File: src/logic/cfh_defs.svh
// Constants of the CAN frame and error handler
`ifndef CFH_DEFS_SVH
`define CFH_DEFS_SVH

// ----------------------------------------------------------------
// Bit counts on the bus
// ----------------------------------------------------------------
`define CFH_IDLE_RUN 4'hB
`define CFH_FLAG_BITS 4'h6
`define CFH_DELIM_BITS 4'h8
`define CFH_EOF_BITS 4'h7
`define CFH_INTER_BITS 4'h3
`define CFH_SUSP_BITS 4'h8
`define CFH_STUFF_RUN 3'h5
`define CFH_BO_GROUPS 8'h80

// ----------------------------------------------------------------
// Positions in the destuffed frame, SOF at zero
// ----------------------------------------------------------------
`define CFH_ID_LAST 7'h0B
`define CFH_ARB_LAST 7'h0C
`define CFH_IDE_POS 7'h0D
`define CFH_DLC_LAST 7'h12
`define CFH_HDR_BITS 7'h13
`define CFH_DATA_TOP 7'h3F
`define CFH_CRC_BITS 7'h0F
`define CFH_MAX_BYTES 4'h8
`define CFH_CRC_POLY 15'h4599

// ----------------------------------------------------------------
// Positions after the CRC sequence
// ----------------------------------------------------------------
`define CFH_CRC_DELIM 4'h0
`define CFH_ACK_SLOT 4'h1
`define CFH_ACK_DELIM 4'h2

// ----------------------------------------------------------------
// Error counter limits and steps
// ----------------------------------------------------------------
`define CFH_WARN_LIM 9'h060
`define CFH_PASS_LIM 9'h080
`define CFH_BO_LIM 9'h100
`define CFH_TX_INC 9'h008
`define CFH_RX_INC 8'h01
`define CFH_RX_BIG_INC 8'h08

// ----------------------------------------------------------------
// Transmit queue
// ----------------------------------------------------------------
`define CFH_FIFO_DEPTH 4

`endif

File: src/logic/cfh_pkg.sv
// Types of the CAN frame and error handler
package cfh_pkg;

  typedef struct packed {
    logic [10:0] id;
    logic rtr;
    logic [3:0] dlc;
    logic [63:0] data;
  } cfh_frame_t;

  typedef struct packed {
    logic bit_e;
    logic stuff;
    logic form;
    logic crc;
    logic ack;
  } cfh_err_t;

  typedef enum logic [2:0] {
    FC_SYNC,
    FC_ACTIVE,
    FC_WARN,
    FC_PASSIVE,
    FC_BUSOFF
  } cfh_fc_t;

  typedef enum logic [3:0] {
    M_SYNC,
    M_IDLE,
    M_FRAME,
    M_TAIL,
    M_INTER,
    M_SUSP,
    M_EFLAG,
    M_EWAIT,
    M_EDELIM,
    M_SKIP,
    M_BUSOFF
  } cfh_mode_t;

  typedef struct packed {
    cfh_mode_t mode;
    logic tx;
    logic txing;
    logic tx_pend;
    logic was_tx;
    logic flag_dom;
    logic is_ovl;
    logic crc_bad;
    logic last;
    logic [2:0] run;
    logic [6:0] pos;
    logic [3:0] cnt;
    logic [7:0] grp;
    logic [14:0] crc;
    logic [8:0] tec;
    logic [7:0] rec;
    cfh_frame_t txf;
    cfh_frame_t rxf;
    cfh_frame_t rxo;
    logic rx_valid;
    logic tx_done;
    cfh_err_t err;
  } cfh_state_t;

endpackage : cfh_pkg

File: src/logic/cfh_frame_engine.sv
// CAN frame, error frame and fault confinement engine
`timescale 1ns/100ps
`include "cfh_defs.svh"

module cfh_frame_engine
  import cfh_pkg::*;
(
  input wire logic i_clk,
  input wire logic i_rst,
  input wire logic i_enable,
  input wire logic i_wake,
  input wire logic i_bit_tick,
  input wire logic i_rx,
  output logic o_tx,
  input wire logic i_tx_valid,
  output logic o_tx_ready,
  input wire cfh_frame_t i_tx_frame,
  output logic o_tx_done,
  output logic o_rx_valid,
  output cfh_frame_t o_rx_frame,
  output cfh_err_t o_err,
  output cfh_fc_t o_fc_state,
  output logic [7:0] o_tec,
  output logic [7:0] o_rec
);

  localparam cfh_state_t ST_RST = '{mode: M_SYNC, tx: 1'b1, default: '0};

  cfh_state_t q;
  cfh_state_t d;
  cfh_frame_t fifo_data;
  logic fifo_valid;
  logic pop;

  // ----------------------------------------------------------------
  // Helpers
  // ----------------------------------------------------------------
  function automatic logic [14:0] crc_step(input logic [14:0] c, input logic b);
    logic [14:0] s;
    s = {c[13:0], 1'b0};
    if (b ^ c[14])
    begin
      s = s ^ `CFH_CRC_POLY;
    end
    return s;
  endfunction : crc_step

  // First position after the data field; a remote frame has none
  function automatic logic [6:0] data_end(input cfh_frame_t f);
    logic [3:0] n;
    n = (f.dlc > `CFH_MAX_BYTES) ? `CFH_MAX_BYTES : f.dlc;
    if (f.rtr)
    begin
      n = 4'h0;
    end
    return `CFH_HDR_BITS + {n, 3'b000};
  endfunction : data_end

  // Destuffed transmit level at a position before the CRC
  function automatic logic tx_bit(input cfh_frame_t f, input logic [6:0] p);
    logic r;
    r = 1'b0;
    if (p == 7'h00)
    begin
      r = 1'b0;
    end
    else if (p <= `CFH_ID_LAST)
    begin
      r = f.id[4'(`CFH_ID_LAST - p)];
    end
    else if (p == `CFH_ARB_LAST)
    begin
      r = f.rtr;
    end
    else if (p > `CFH_DLC_LAST)
    begin
      r = f.data[6'(`CFH_HDR_BITS + `CFH_DATA_TOP - p)];
    end
    else if (p > `CFH_DLC_LAST - 7'h04)
    begin
      r = f.dlc[2'(`CFH_DLC_LAST - p)];
    end
    return r;
  endfunction : tx_bit

  function automatic cfh_fc_t fc_of(input logic [8:0] tec, input logic [7:0] rec);
    cfh_fc_t s;
    if (tec >= `CFH_BO_LIM)
    begin
      s = FC_BUSOFF;
    end
    else if (tec >= `CFH_PASS_LIM || {1'b0, rec} >= `CFH_PASS_LIM)
    begin
      s = FC_PASSIVE;
    end
    else if (tec >= `CFH_WARN_LIM || {1'b0, rec} >= `CFH_WARN_LIM)
    begin
      s = FC_WARN;
    end
    else
    begin
      s = FC_ACTIVE;
    end
    return s;
  endfunction : fc_of

  // ----------------------------------------------------------------
  // Transmit queue
  // ----------------------------------------------------------------
  assign pop = i_bit_tick && i_enable && !i_wake && i_rx && q.mode == M_IDLE && !q.tx_pend;

  cfh_fifo #(
    .WIDTH($bits(cfh_frame_t)),
    .DEPTH(`CFH_FIFO_DEPTH)
  ) u_fifo (
    .i_clk(i_clk),
    .i_rst(i_rst),
    .i_valid(i_tx_valid),
    .o_ready(o_tx_ready),
    .i_data(i_tx_frame),
    .o_valid(fifo_valid),
    .i_ready(pop),
    .o_data(fifo_data)
  );

  // ----------------------------------------------------------------
  // Bit engine
  // ----------------------------------------------------------------
  always_comb
  begin
    logic b;
    logic sof;
    logic ovl;
    cfh_err_t e;
    cfh_fc_t fc;
    logic [6:0] cend;
    b = i_rx;
    sof = 1'b0;
    ovl = 1'b0;
    e = '0;
    fc = fc_of(q.tec, q.rec);
    cend = data_end(q.rxf) + `CFH_CRC_BITS - 7'h01;
    d = q;
    d.rx_valid = 1'b0;
    d.tx_done = 1'b0;
    d.err = '0;
    if (!i_enable || i_wake)
    begin
      d.mode = M_SYNC;
      d.cnt = 4'h0;
      d.tx = 1'b1;
      d.txing = 1'b0;
      if (!i_enable)
      begin
        d.tec = '0;
        d.rec = '0;
        d.tx_pend = 1'b0;
      end
    end
    else if (i_bit_tick)
    begin
      case (q.mode)
        M_SYNC, M_SKIP:
        begin
          d.cnt = b ? q.cnt + 4'h1 : 4'h0;
          if (b && q.cnt == `CFH_IDLE_RUN - 4'h1)
          begin
            d.mode = M_IDLE;
            d.cnt = 4'h0;
          end
        end
        M_IDLE:
        begin
          if (!b)
          begin
            sof = 1'b1;
          end
          else if (q.tx_pend || fifo_valid)
          begin
            if (!q.tx_pend)
            begin
              d.txf = fifo_data;
              d.tx_pend = 1'b1;
            end
            d.tx = 1'b0;
          end
        end
        M_FRAME:
        begin
          if (q.run == `CFH_STUFF_RUN)
          begin
            if (b == q.last)
            begin
              e.stuff = 1'b1;
            end
            else
            begin
              d.last = b;
              d.run = 3'h1;
              if (q.pos > cend)
              begin
                d.mode = M_TAIL;
                d.cnt = 4'h0;
              end
            end
          end
          else
          begin
            if (q.txing && b != q.tx)
            begin
              if (q.tx && q.pos <= `CFH_ARB_LAST)
              begin
                d.txing = 1'b0;
              end
              else
              begin
                e.bit_e = 1'b1;
              end
            end
            d.run = (b == q.last) ? q.run + 3'h1 : 3'h1;
            d.last = b;
            d.crc = crc_step(q.crc, b);
            if (q.pos <= `CFH_ID_LAST)
            begin
              d.rxf.id[4'(`CFH_ID_LAST - q.pos)] = b;
            end
            else if (q.pos == `CFH_ARB_LAST)
            begin
              d.rxf.rtr = b;
            end
            else if (q.pos == `CFH_IDE_POS && b)
            begin
              d.mode = M_SKIP;
              d.cnt = 4'h0;
            end
            else if (q.pos > `CFH_DLC_LAST)
            begin
              if (q.pos < data_end(q.rxf))
              begin
                d.rxf.data[6'(`CFH_HDR_BITS + `CFH_DATA_TOP - q.pos)] = b;
              end
            end
            else if (q.pos > `CFH_DLC_LAST - 7'h04)
            begin
              d.rxf.dlc[2'(`CFH_DLC_LAST - q.pos)] = b;
            end
            d.pos = q.pos + 7'h01;
            if (q.pos == cend && d.run != `CFH_STUFF_RUN)
            begin
              d.mode = M_TAIL;
              d.cnt = 4'h0;
            end
          end
          if (d.mode == M_FRAME && d.txing)
          begin
            if (d.run == `CFH_STUFF_RUN)
            begin
              d.tx = !d.last;
            end
            else if (d.pos < data_end(d.rxf))
            begin
              d.tx = tx_bit(q.txf, d.pos);
            end
            else
            begin
              d.tx = d.crc[14];
            end
          end
          else
          begin
            d.tx = 1'b1;
          end
        end
        M_TAIL:
        begin
          d.cnt = q.cnt + 4'h1;
          d.tx = 1'b1;
          if (q.txing && q.cnt != `CFH_ACK_SLOT && b != q.tx)
          begin
            e.bit_e = 1'b1;
          end
          if (q.cnt == `CFH_CRC_DELIM)
          begin
            e.form = !b;
            d.crc_bad = !q.txing && q.crc != 15'h0000;
            d.tx = q.txing || q.crc != 15'h0000;
          end
          else if (q.cnt == `CFH_ACK_SLOT)
          begin
            e.ack = q.txing && b;
          end
          else if (q.cnt == `CFH_ACK_DELIM)
          begin
            e.form = !b;
            e.crc = b && q.crc_bad;
          end
          else if (q.cnt == `CFH_ACK_DELIM + `CFH_EOF_BITS)
          begin
            e.form = !b && q.txing;
            if (q.txing)
            begin
              d.tx_done = 1'b1;
              d.tx_pend = 1'b0;
              d.tec = (q.tec != 9'h000) ? q.tec - 9'h001 : q.tec;
            end
            else
            begin
              d.rx_valid = 1'b1;
              d.rxo = q.rxf;
              d.rec = (q.rec != 8'h00) ? q.rec - 8'h01 : q.rec;
            end
            d.was_tx = q.txing;
            d.txing = 1'b0;
            d.mode = M_INTER;
            d.cnt = 4'h0;
            ovl = !b && !q.txing;
          end
          else
          begin
            e.form = !b;
          end
        end
        M_INTER:
        begin
          d.cnt = q.cnt + 4'h1;
          if (!b)
          begin
            ovl = q.cnt < `CFH_INTER_BITS - 4'h1;
            sof = !ovl;
          end
          else if (q.cnt == `CFH_INTER_BITS - 4'h1)
          begin
            d.mode = (fc == FC_PASSIVE && q.was_tx) ? M_SUSP : M_IDLE;
            d.cnt = 4'h0;
          end
        end
        M_SUSP:
        begin
          d.cnt = q.cnt + 4'h1;
          sof = !b;
          if (b && q.cnt == `CFH_SUSP_BITS - 4'h1)
          begin
            d.mode = M_IDLE;
          end
        end
        M_EFLAG:
        begin
          if (q.flag_dom && !q.is_ovl && b)
          begin
            if (q.was_tx)
            begin
              d.tec = q.tec + `CFH_TX_INC;
            end
            else if (!q.rec[7])
            begin
              d.rec = q.rec + `CFH_RX_BIG_INC;
            end
          end
          d.cnt = q.cnt + 4'h1;
          if (q.cnt == `CFH_FLAG_BITS - 4'h1)
          begin
            d.mode = M_EWAIT;
            d.tx = 1'b1;
          end
        end
        M_EWAIT:
        begin
          if (b)
          begin
            d.mode = M_EDELIM;
            d.cnt = 4'h1;
          end
        end
        M_EDELIM:
        begin
          e.form = !b;
          d.cnt = q.cnt + 4'h1;
          if (b && q.cnt == `CFH_DELIM_BITS - 4'h1)
          begin
            d.mode = M_INTER;
            d.cnt = 4'h0;
          end
        end
        M_BUSOFF:
        begin
          d.tx = 1'b1;
          d.cnt = b ? q.cnt + 4'h1 : 4'h0;
          if (b && q.cnt == `CFH_IDLE_RUN - 4'h1)
          begin
            d.cnt = 4'h0;
            d.grp = q.grp + 8'h01;
            if (q.grp == `CFH_BO_GROUPS - 8'h01)
            begin
              d.mode = M_IDLE;
              d.tec = '0;
              d.rec = '0;
            end
          end
        end
        default:
        begin
          d.mode = M_SYNC;
        end
      endcase
      if (sof)
      begin
        d.mode = M_FRAME;
        d.pos = 7'h01;
        d.run = 3'h1;
        d.last = 1'b0;
        d.crc = '0;
        d.rxf = '0;
        d.crc_bad = 1'b0;
        d.txing = !q.tx && q.tx_pend;
        d.tx = d.txing ? tx_bit(q.txf, 7'h01) : 1'b1;
      end
      if (ovl)
      begin
        d.mode = M_EFLAG;
        d.cnt = 4'h0;
        d.is_ovl = 1'b1;
        d.flag_dom = 1'b1;
        d.tx = 1'b0;
      end
      if (|e)
      begin
        d.err = e;
        d.mode = M_EFLAG;
        d.cnt = 4'h0;
        d.is_ovl = 1'b0;
        d.was_tx = q.txing;
        d.txing = 1'b0;
        d.flag_dom = fc == FC_ACTIVE || fc == FC_WARN;
        d.tx = !d.flag_dom;
        if (q.txing)
        begin
          if (!((e.ack && fc == FC_PASSIVE) || (e.stuff && q.pos <= `CFH_ARB_LAST)))
          begin
            d.tec = q.tec + `CFH_TX_INC;
          end
        end
        else if (!q.rec[7])
        begin
          d.rec = q.rec + `CFH_RX_INC;
        end
      end
      if (d.tec >= `CFH_BO_LIM && q.mode != M_BUSOFF)
      begin
        d.mode = M_BUSOFF;
        d.cnt = 4'h0;
        d.grp = 8'h00;
        d.tx = 1'b1;
        d.txing = 1'b0;
      end
    end
  end

  always_ff @(posedge i_clk)
  begin
    if (i_rst)
    begin
      q <= ST_RST;
    end
    else
    begin
      q <= d;
    end
  end

  // ----------------------------------------------------------------
  // Outputs
  // ----------------------------------------------------------------
  assign o_tx = q.tx;
  assign o_tx_done = q.tx_done;
  assign o_rx_valid = q.rx_valid;
  assign o_rx_frame = q.rxo;
  assign o_err = q.err;
  assign o_fc_state = (q.mode == M_SYNC) ? FC_SYNC : fc_of(q.tec, q.rec);
  assign o_tec = q.tec[8] ? 8'hFF : q.tec[7:0];
  assign o_rec = q.rec;

endmodule : cfh_frame_engine

File: src/logic/cfh_fifo.sv
// Transmit frame queue with valid and ready on both sides
`timescale 1ns/100ps

module cfh_fifo #(
  parameter int WIDTH = 8,
  parameter int DEPTH = 4
) (
  input wire logic i_clk,
  input wire logic i_rst,
  input wire logic i_valid,
  output logic o_ready,
  input wire logic [WIDTH-1:0] i_data,
  output logic o_valid,
  input wire logic i_ready,
  output logic [WIDTH-1:0] o_data
);

  localparam int AW = (DEPTH > 1) ? $clog2(DEPTH) : 1;

  typedef struct packed {
    logic [DEPTH-1:0][WIDTH-1:0] mem;
    logic [AW-1:0] wp;
    logic [AW-1:0] rp;
    logic [AW:0] cnt;
  } cfh_fifo_state_t;

  cfh_fifo_state_t q;
  cfh_fifo_state_t d;
  logic push;
  logic pop;

  function automatic logic [AW-1:0] bump(input logic [AW-1:0] p);
    return (p == AW'(DEPTH - 1)) ? '0 : p + 1'b1;
  endfunction : bump

  assign o_ready = q.cnt != (AW + 1)'(DEPTH);
  assign o_valid = q.cnt != '0;
  assign o_data = q.mem[q.rp];
  assign push = i_valid && o_ready;
  assign pop = o_valid && i_ready;

  always_comb
  begin
    d = q;
    if (push)
    begin
      d.mem[q.wp] = i_data;
      d.wp = bump(q.wp);
    end
    if (pop)
    begin
      d.rp = bump(q.rp);
    end
    if (push && !pop)
    begin
      d.cnt = q.cnt + 1'b1;
    end
    else if (pop && !push)
    begin
      d.cnt = q.cnt - 1'b1;
    end
  end

  always_ff @(posedge i_clk)
  begin
    if (i_rst)
    begin
      q <= '0;
    end
    else
    begin
      q <= d;
    end
  end

endmodule : cfh_fifo

File: config.mk
export PLATFORM = sky130hd
export DESIGN_NAME = cfh_frame_engine
export DESIGN_NICKNAME = d
export VERILOG_FILES = /design/src/logic/cfh_pkg.sv /design/src/logic/cfh_frame_engine.sv /design/src/logic/cfh_fifo.sv
export VERILOG_INCLUDE_DIRS = /design/src /design/src/logic
export SDC_FILE = /design/constraint.sdc
export NUM_CORES = 2
export LEC_CHECK = 0
export ABC_AREA = 1
export BUFFER_PORTS_ARGS = -buffer_cell sky130_fd_sc_hd__buf_2
export CAP_MARGIN = 25
export CORE_MARGIN = 5
export CORE_UTILIZATION = 55
export CTS_BUF_LIST = sky130_fd_sc_hd__clkbuf_4 sky130_fd_sc_hd__clkbuf_8
export CTS_CLUSTER_DIAMETER = 60
export DETAILED_ROUTE_END_ITERATION = 8
export GPL_ROUTABILITY_DRIVEN = 0
export PLACE_DENSITY = 0.79
export SYNTH_ARGS = -nofsm -noshare
export SYNTH_HDL_FRONTEND = slang
export SYNTH_HIERARCHICAL = 1
export SYNTH_SLANG_ARGS = --single-unit
File: constraint.sdc
create_clock -name i_clk -period 7.9 [get_ports i_clk]
set_input_delay 0.395 -clock i_clk [delete_from_list [all_inputs] [get_ports i_clk]]
set_output_delay 0.395 -clock i_clk [all_outputs]
set_load 0.02 [all_outputs]
==> impl_metrics.tcl <==
set metrics [dict create \
    outcome "finished, final reports clean" \
    power.leakage_uw 0.01751 \
    tns_ns 0 \
    setup_viol 0 \
    max-slew-margin-rel_pct 26.46 \
    critical_path.endpoint_type "register" \
    cp.required_ns 8.52 \
    start_util_pct 55.64 \
    rsz0062_at_grt "no" \
    skew_ns 0.02584 \
    path_clk_slew_ns 0.06 \
    clock_tree.root_cell "clkbuf_8" \
    synth_top_area_share_pct 36.37 \
    yosysMostFrequentCell "nand2_1" \
    cts_buffer_depth 3 \
    route.met2.wl_mm 45.17 \
    period_share_pct 68.05 \
    slew_viol_final 0 \
    tightestPinTransition_ns 1.103 \
    syn_area_mm2 0.03523 \
    layout-drive-gt1-share_pct 8.996 \
    die_y_um 263.1 \
    worstPathMaxFanout 45 \
    hpwl_mm 56.66 \
    drtPass1Iterations 6 \
    ctsResizeCount 0 \
    synthFlopType "dfxtp_1" \
    drc 0 \
    met3RoutedLength_mm 7.441 \
    async_reset_ff_share_pct 0 \
    drt_iter0_markers 3055 \
    antenna_found_initial 0 \
    grt_max_degree 130 \
    wl_per_cell_um 15.27 \
    postCtsSetupBuffers 0 \
    grt_pass1_vias 30333 \
    gr-total-overflow 0 \
    yosys.area.top_type "dfxtp_1" \
    postRouteAntennaNets 0 \
    syn_nets 5612 \
    cp.arrival_ns 5.99 \
    min_period_ns 5.376 \
    irDropWorstVdd_uv 134.0 \
    ys_seq_area_share_pct 36.37 \
    cts_hold_buf 3 \
    die-area_mm2 0.06921 \
    top_layer_used "met4" \
    die_x_um 263.1 \
    start_kind "register" \
    drt-met1-wl_mm 40.42 \
    maxCapViolCount 0 \
    synth_edf_count 0 \
    fin_nets 5516 \
    numPortBuffers 194 \
    vias_per_cell 5.291 \
    ys_ff_latch 640 \
    synth.yosys.warnings 6 \
    yosys-top-cells-count "1,048 x nand2_1, 1,040 x inv_1, 700 x nor2_1, 640 x dfxtp_1, 463 x o21ai_0" \
    cts_tree "yes" \
    clock_latency_ns 0.72 \
    cts_sinks 640 \
    vias 33359 \
    wirelength_mm 96.26 \
    num_rows 92 \
    hold_viol 0 \
    avgSynthCellArea_um2 6.436 \
    htreeDepth 3 \
    area_growth_pct 7.213 \
    power.total_uw 7656 \
    synth_cell_type_count 62 \
    core_mm2 0.06331 \
    syn_inst 5474 \
    ioPinCount 195 \
    min_path_type "input pin to register" \
    power_density_mw_per_mm2 202.7 \
    yosys-top-cells-area "dfxtp_1 36%, nand2_1 11%, inv_1 11%, nor2_1 7.5%, o21ai_0 6.6%" \
    fmax_mhz 186.0 \
    grt_usage_pct 26.13 \
    grt_pass1_wl_mm 155.0 \
    critPathKind "register to register" \
    cts_made_buffers 109 \
]
[report_power, final]
group	switching [µW]	internal, µW
sequential	68.7	3370
combinational	653	286
clock	1390	1890
total	2110	5550
[worst max-delay path, cell delays in order (launching register included)]
cell and delay [ns]:
dfxtp_1 0.41, ha_1 0.25, nand2_1 0.34, nand2_1 0.70, nand2_2 0.63, ha_1 0.86, clkinv_1 0.57, nand3_1 0.25
nand2_1 0.08, nand2_1 0.06, nand3_1 0.08, nand3_1 0.09, nand3_1 0.07, nand3_1 0.11, nand2_1 0.06, nand2_1 0.05
nand2_1 0.05, nand2_1 0.10, nand2_1 0.06, nand2_1 0.07, nand2_1 0.05, nand2_1 0.06, nand2_1 0.04, nand2_1 0.06
nand2_1 0.04, nand2_1 0.05, nand2_1 0.04
[cells in the final DEF, fill, tap and decap left out, types with 5 or more instances in the layout]
cell | Yosys | final
clkbuf_4 | 0 | 27
a21oi_1 | 309 | 309
clkinv_2 | 1 | 8
nand4_1 | 338 | 338
o31ai_1 | 6 | 6
nor2_2 | 6 | 6
a311oi_1 | 10 | 10
clkbuf_8 | 0 | 148
inv_1 | 1040 | 1038
buf_2 | 109 | 192
nand2_1 | 1048 | 1046
nand3_1 | 143 | 140
ha_1 | 50 | 46
dfxtp_1 | 640 | 638
buf_4 | 103 | 35
a31oi_1 | 8 | 8
o21ai_1 | 9 | 8
nor4_1 | 9 | 9
xor2_1 | 19 | 19
inv_2 | 12 | 10
o21ai_0 | 463 | 463
a211oi_1 | 19 | 19
nor3_1 | 33 | 33
o211ai_1 | 7 | 7
nand2_4 | 3 | 5
nor2_4 | 8 | 8
nand3_4 | 2 | 6
o22ai_1 | 92 | 92
nor2_1 | 700 | 700
xnor2_1 | 7 | 7
[state kept, by name (all words and copies together), names as in the netlist]
signal	flops
o_rx_frame	80
o_tx_done	1
q	217
o_err	5
u_fifo/q	327
o_tx	1
o_rec	8
o_rx_valid	1
[worst paths after layout]
| path | startpoint | endpoint | slack (ns) | cells past startpoint |
|---|---|---|---|---|
| setup / recovery | q[298] | o_tx | 2.52 | 26 |
| hold / removal | i_rst | u_fifo/q[4] | 0.05 | 2 |
| hold reg to reg | o_rx_frame[34] | o_rx_frame[34] | 0.44 | 2 |
| setup reg to reg | q[298] | o_tx | 2.52 | 26 |
[metal layers]
metal | track usage, % | vias to the layer above
met3 | 4.436 | 223
met5 | 0 | -
met1 | 34.33 | 14872
met4 | 9.574 | 0
met2 | 43.47 | 1297
li1 | - | 16967
[kinds of logic after synthesis]
| kind of cell | Yosys count | share of synthesized area [%] |
|---|---|---|
| simple gates | 2308 | 28.32 |
| compound gates | 948 | 14.49 |
| xor+xnor | 27 | 0.6926 |
| buf+inv | 1500 | 18.30 |
| fa+ha+maj | 51 | 1.833 |
| flops | 640 | 36.37 |
[final cells by class]
type / count / area (µm²)
inverter: 1059 / 4000
timing repair buffer: 234 / 1351
clock inverter: 16 / 210.2
clock buffer: 175 / 2240
antenna: 1 / 2.502
tap: 846 / 1059
fill: 6041 / 25540
sequential: 640 / 12820
multi-input combinational: 3334 / 16090
[metrics by stage]
step / area [µm²] / utilization, % / setup WS [ns] / hold slack, ns / instances
final: 37770 / 59.66 / 2.524 / 0.04730 / 6305
after global routing: 37770 / 59.65 / 1.962 / 0.02368 / 6304
after CTS: 37680 / 59.52 / 2.640 / 0.0001269 / 6301
after detailed placement: 35210 / 55.61 / 2.655 / 0.4338 / 6107
after global placement: 35210 / 55.61 / 2.777 / 0.4297 / 6107
after floorplan: 35230 / - / 4.437 / 0.4240 / 5474
Power figures use the tool's default switching activity.
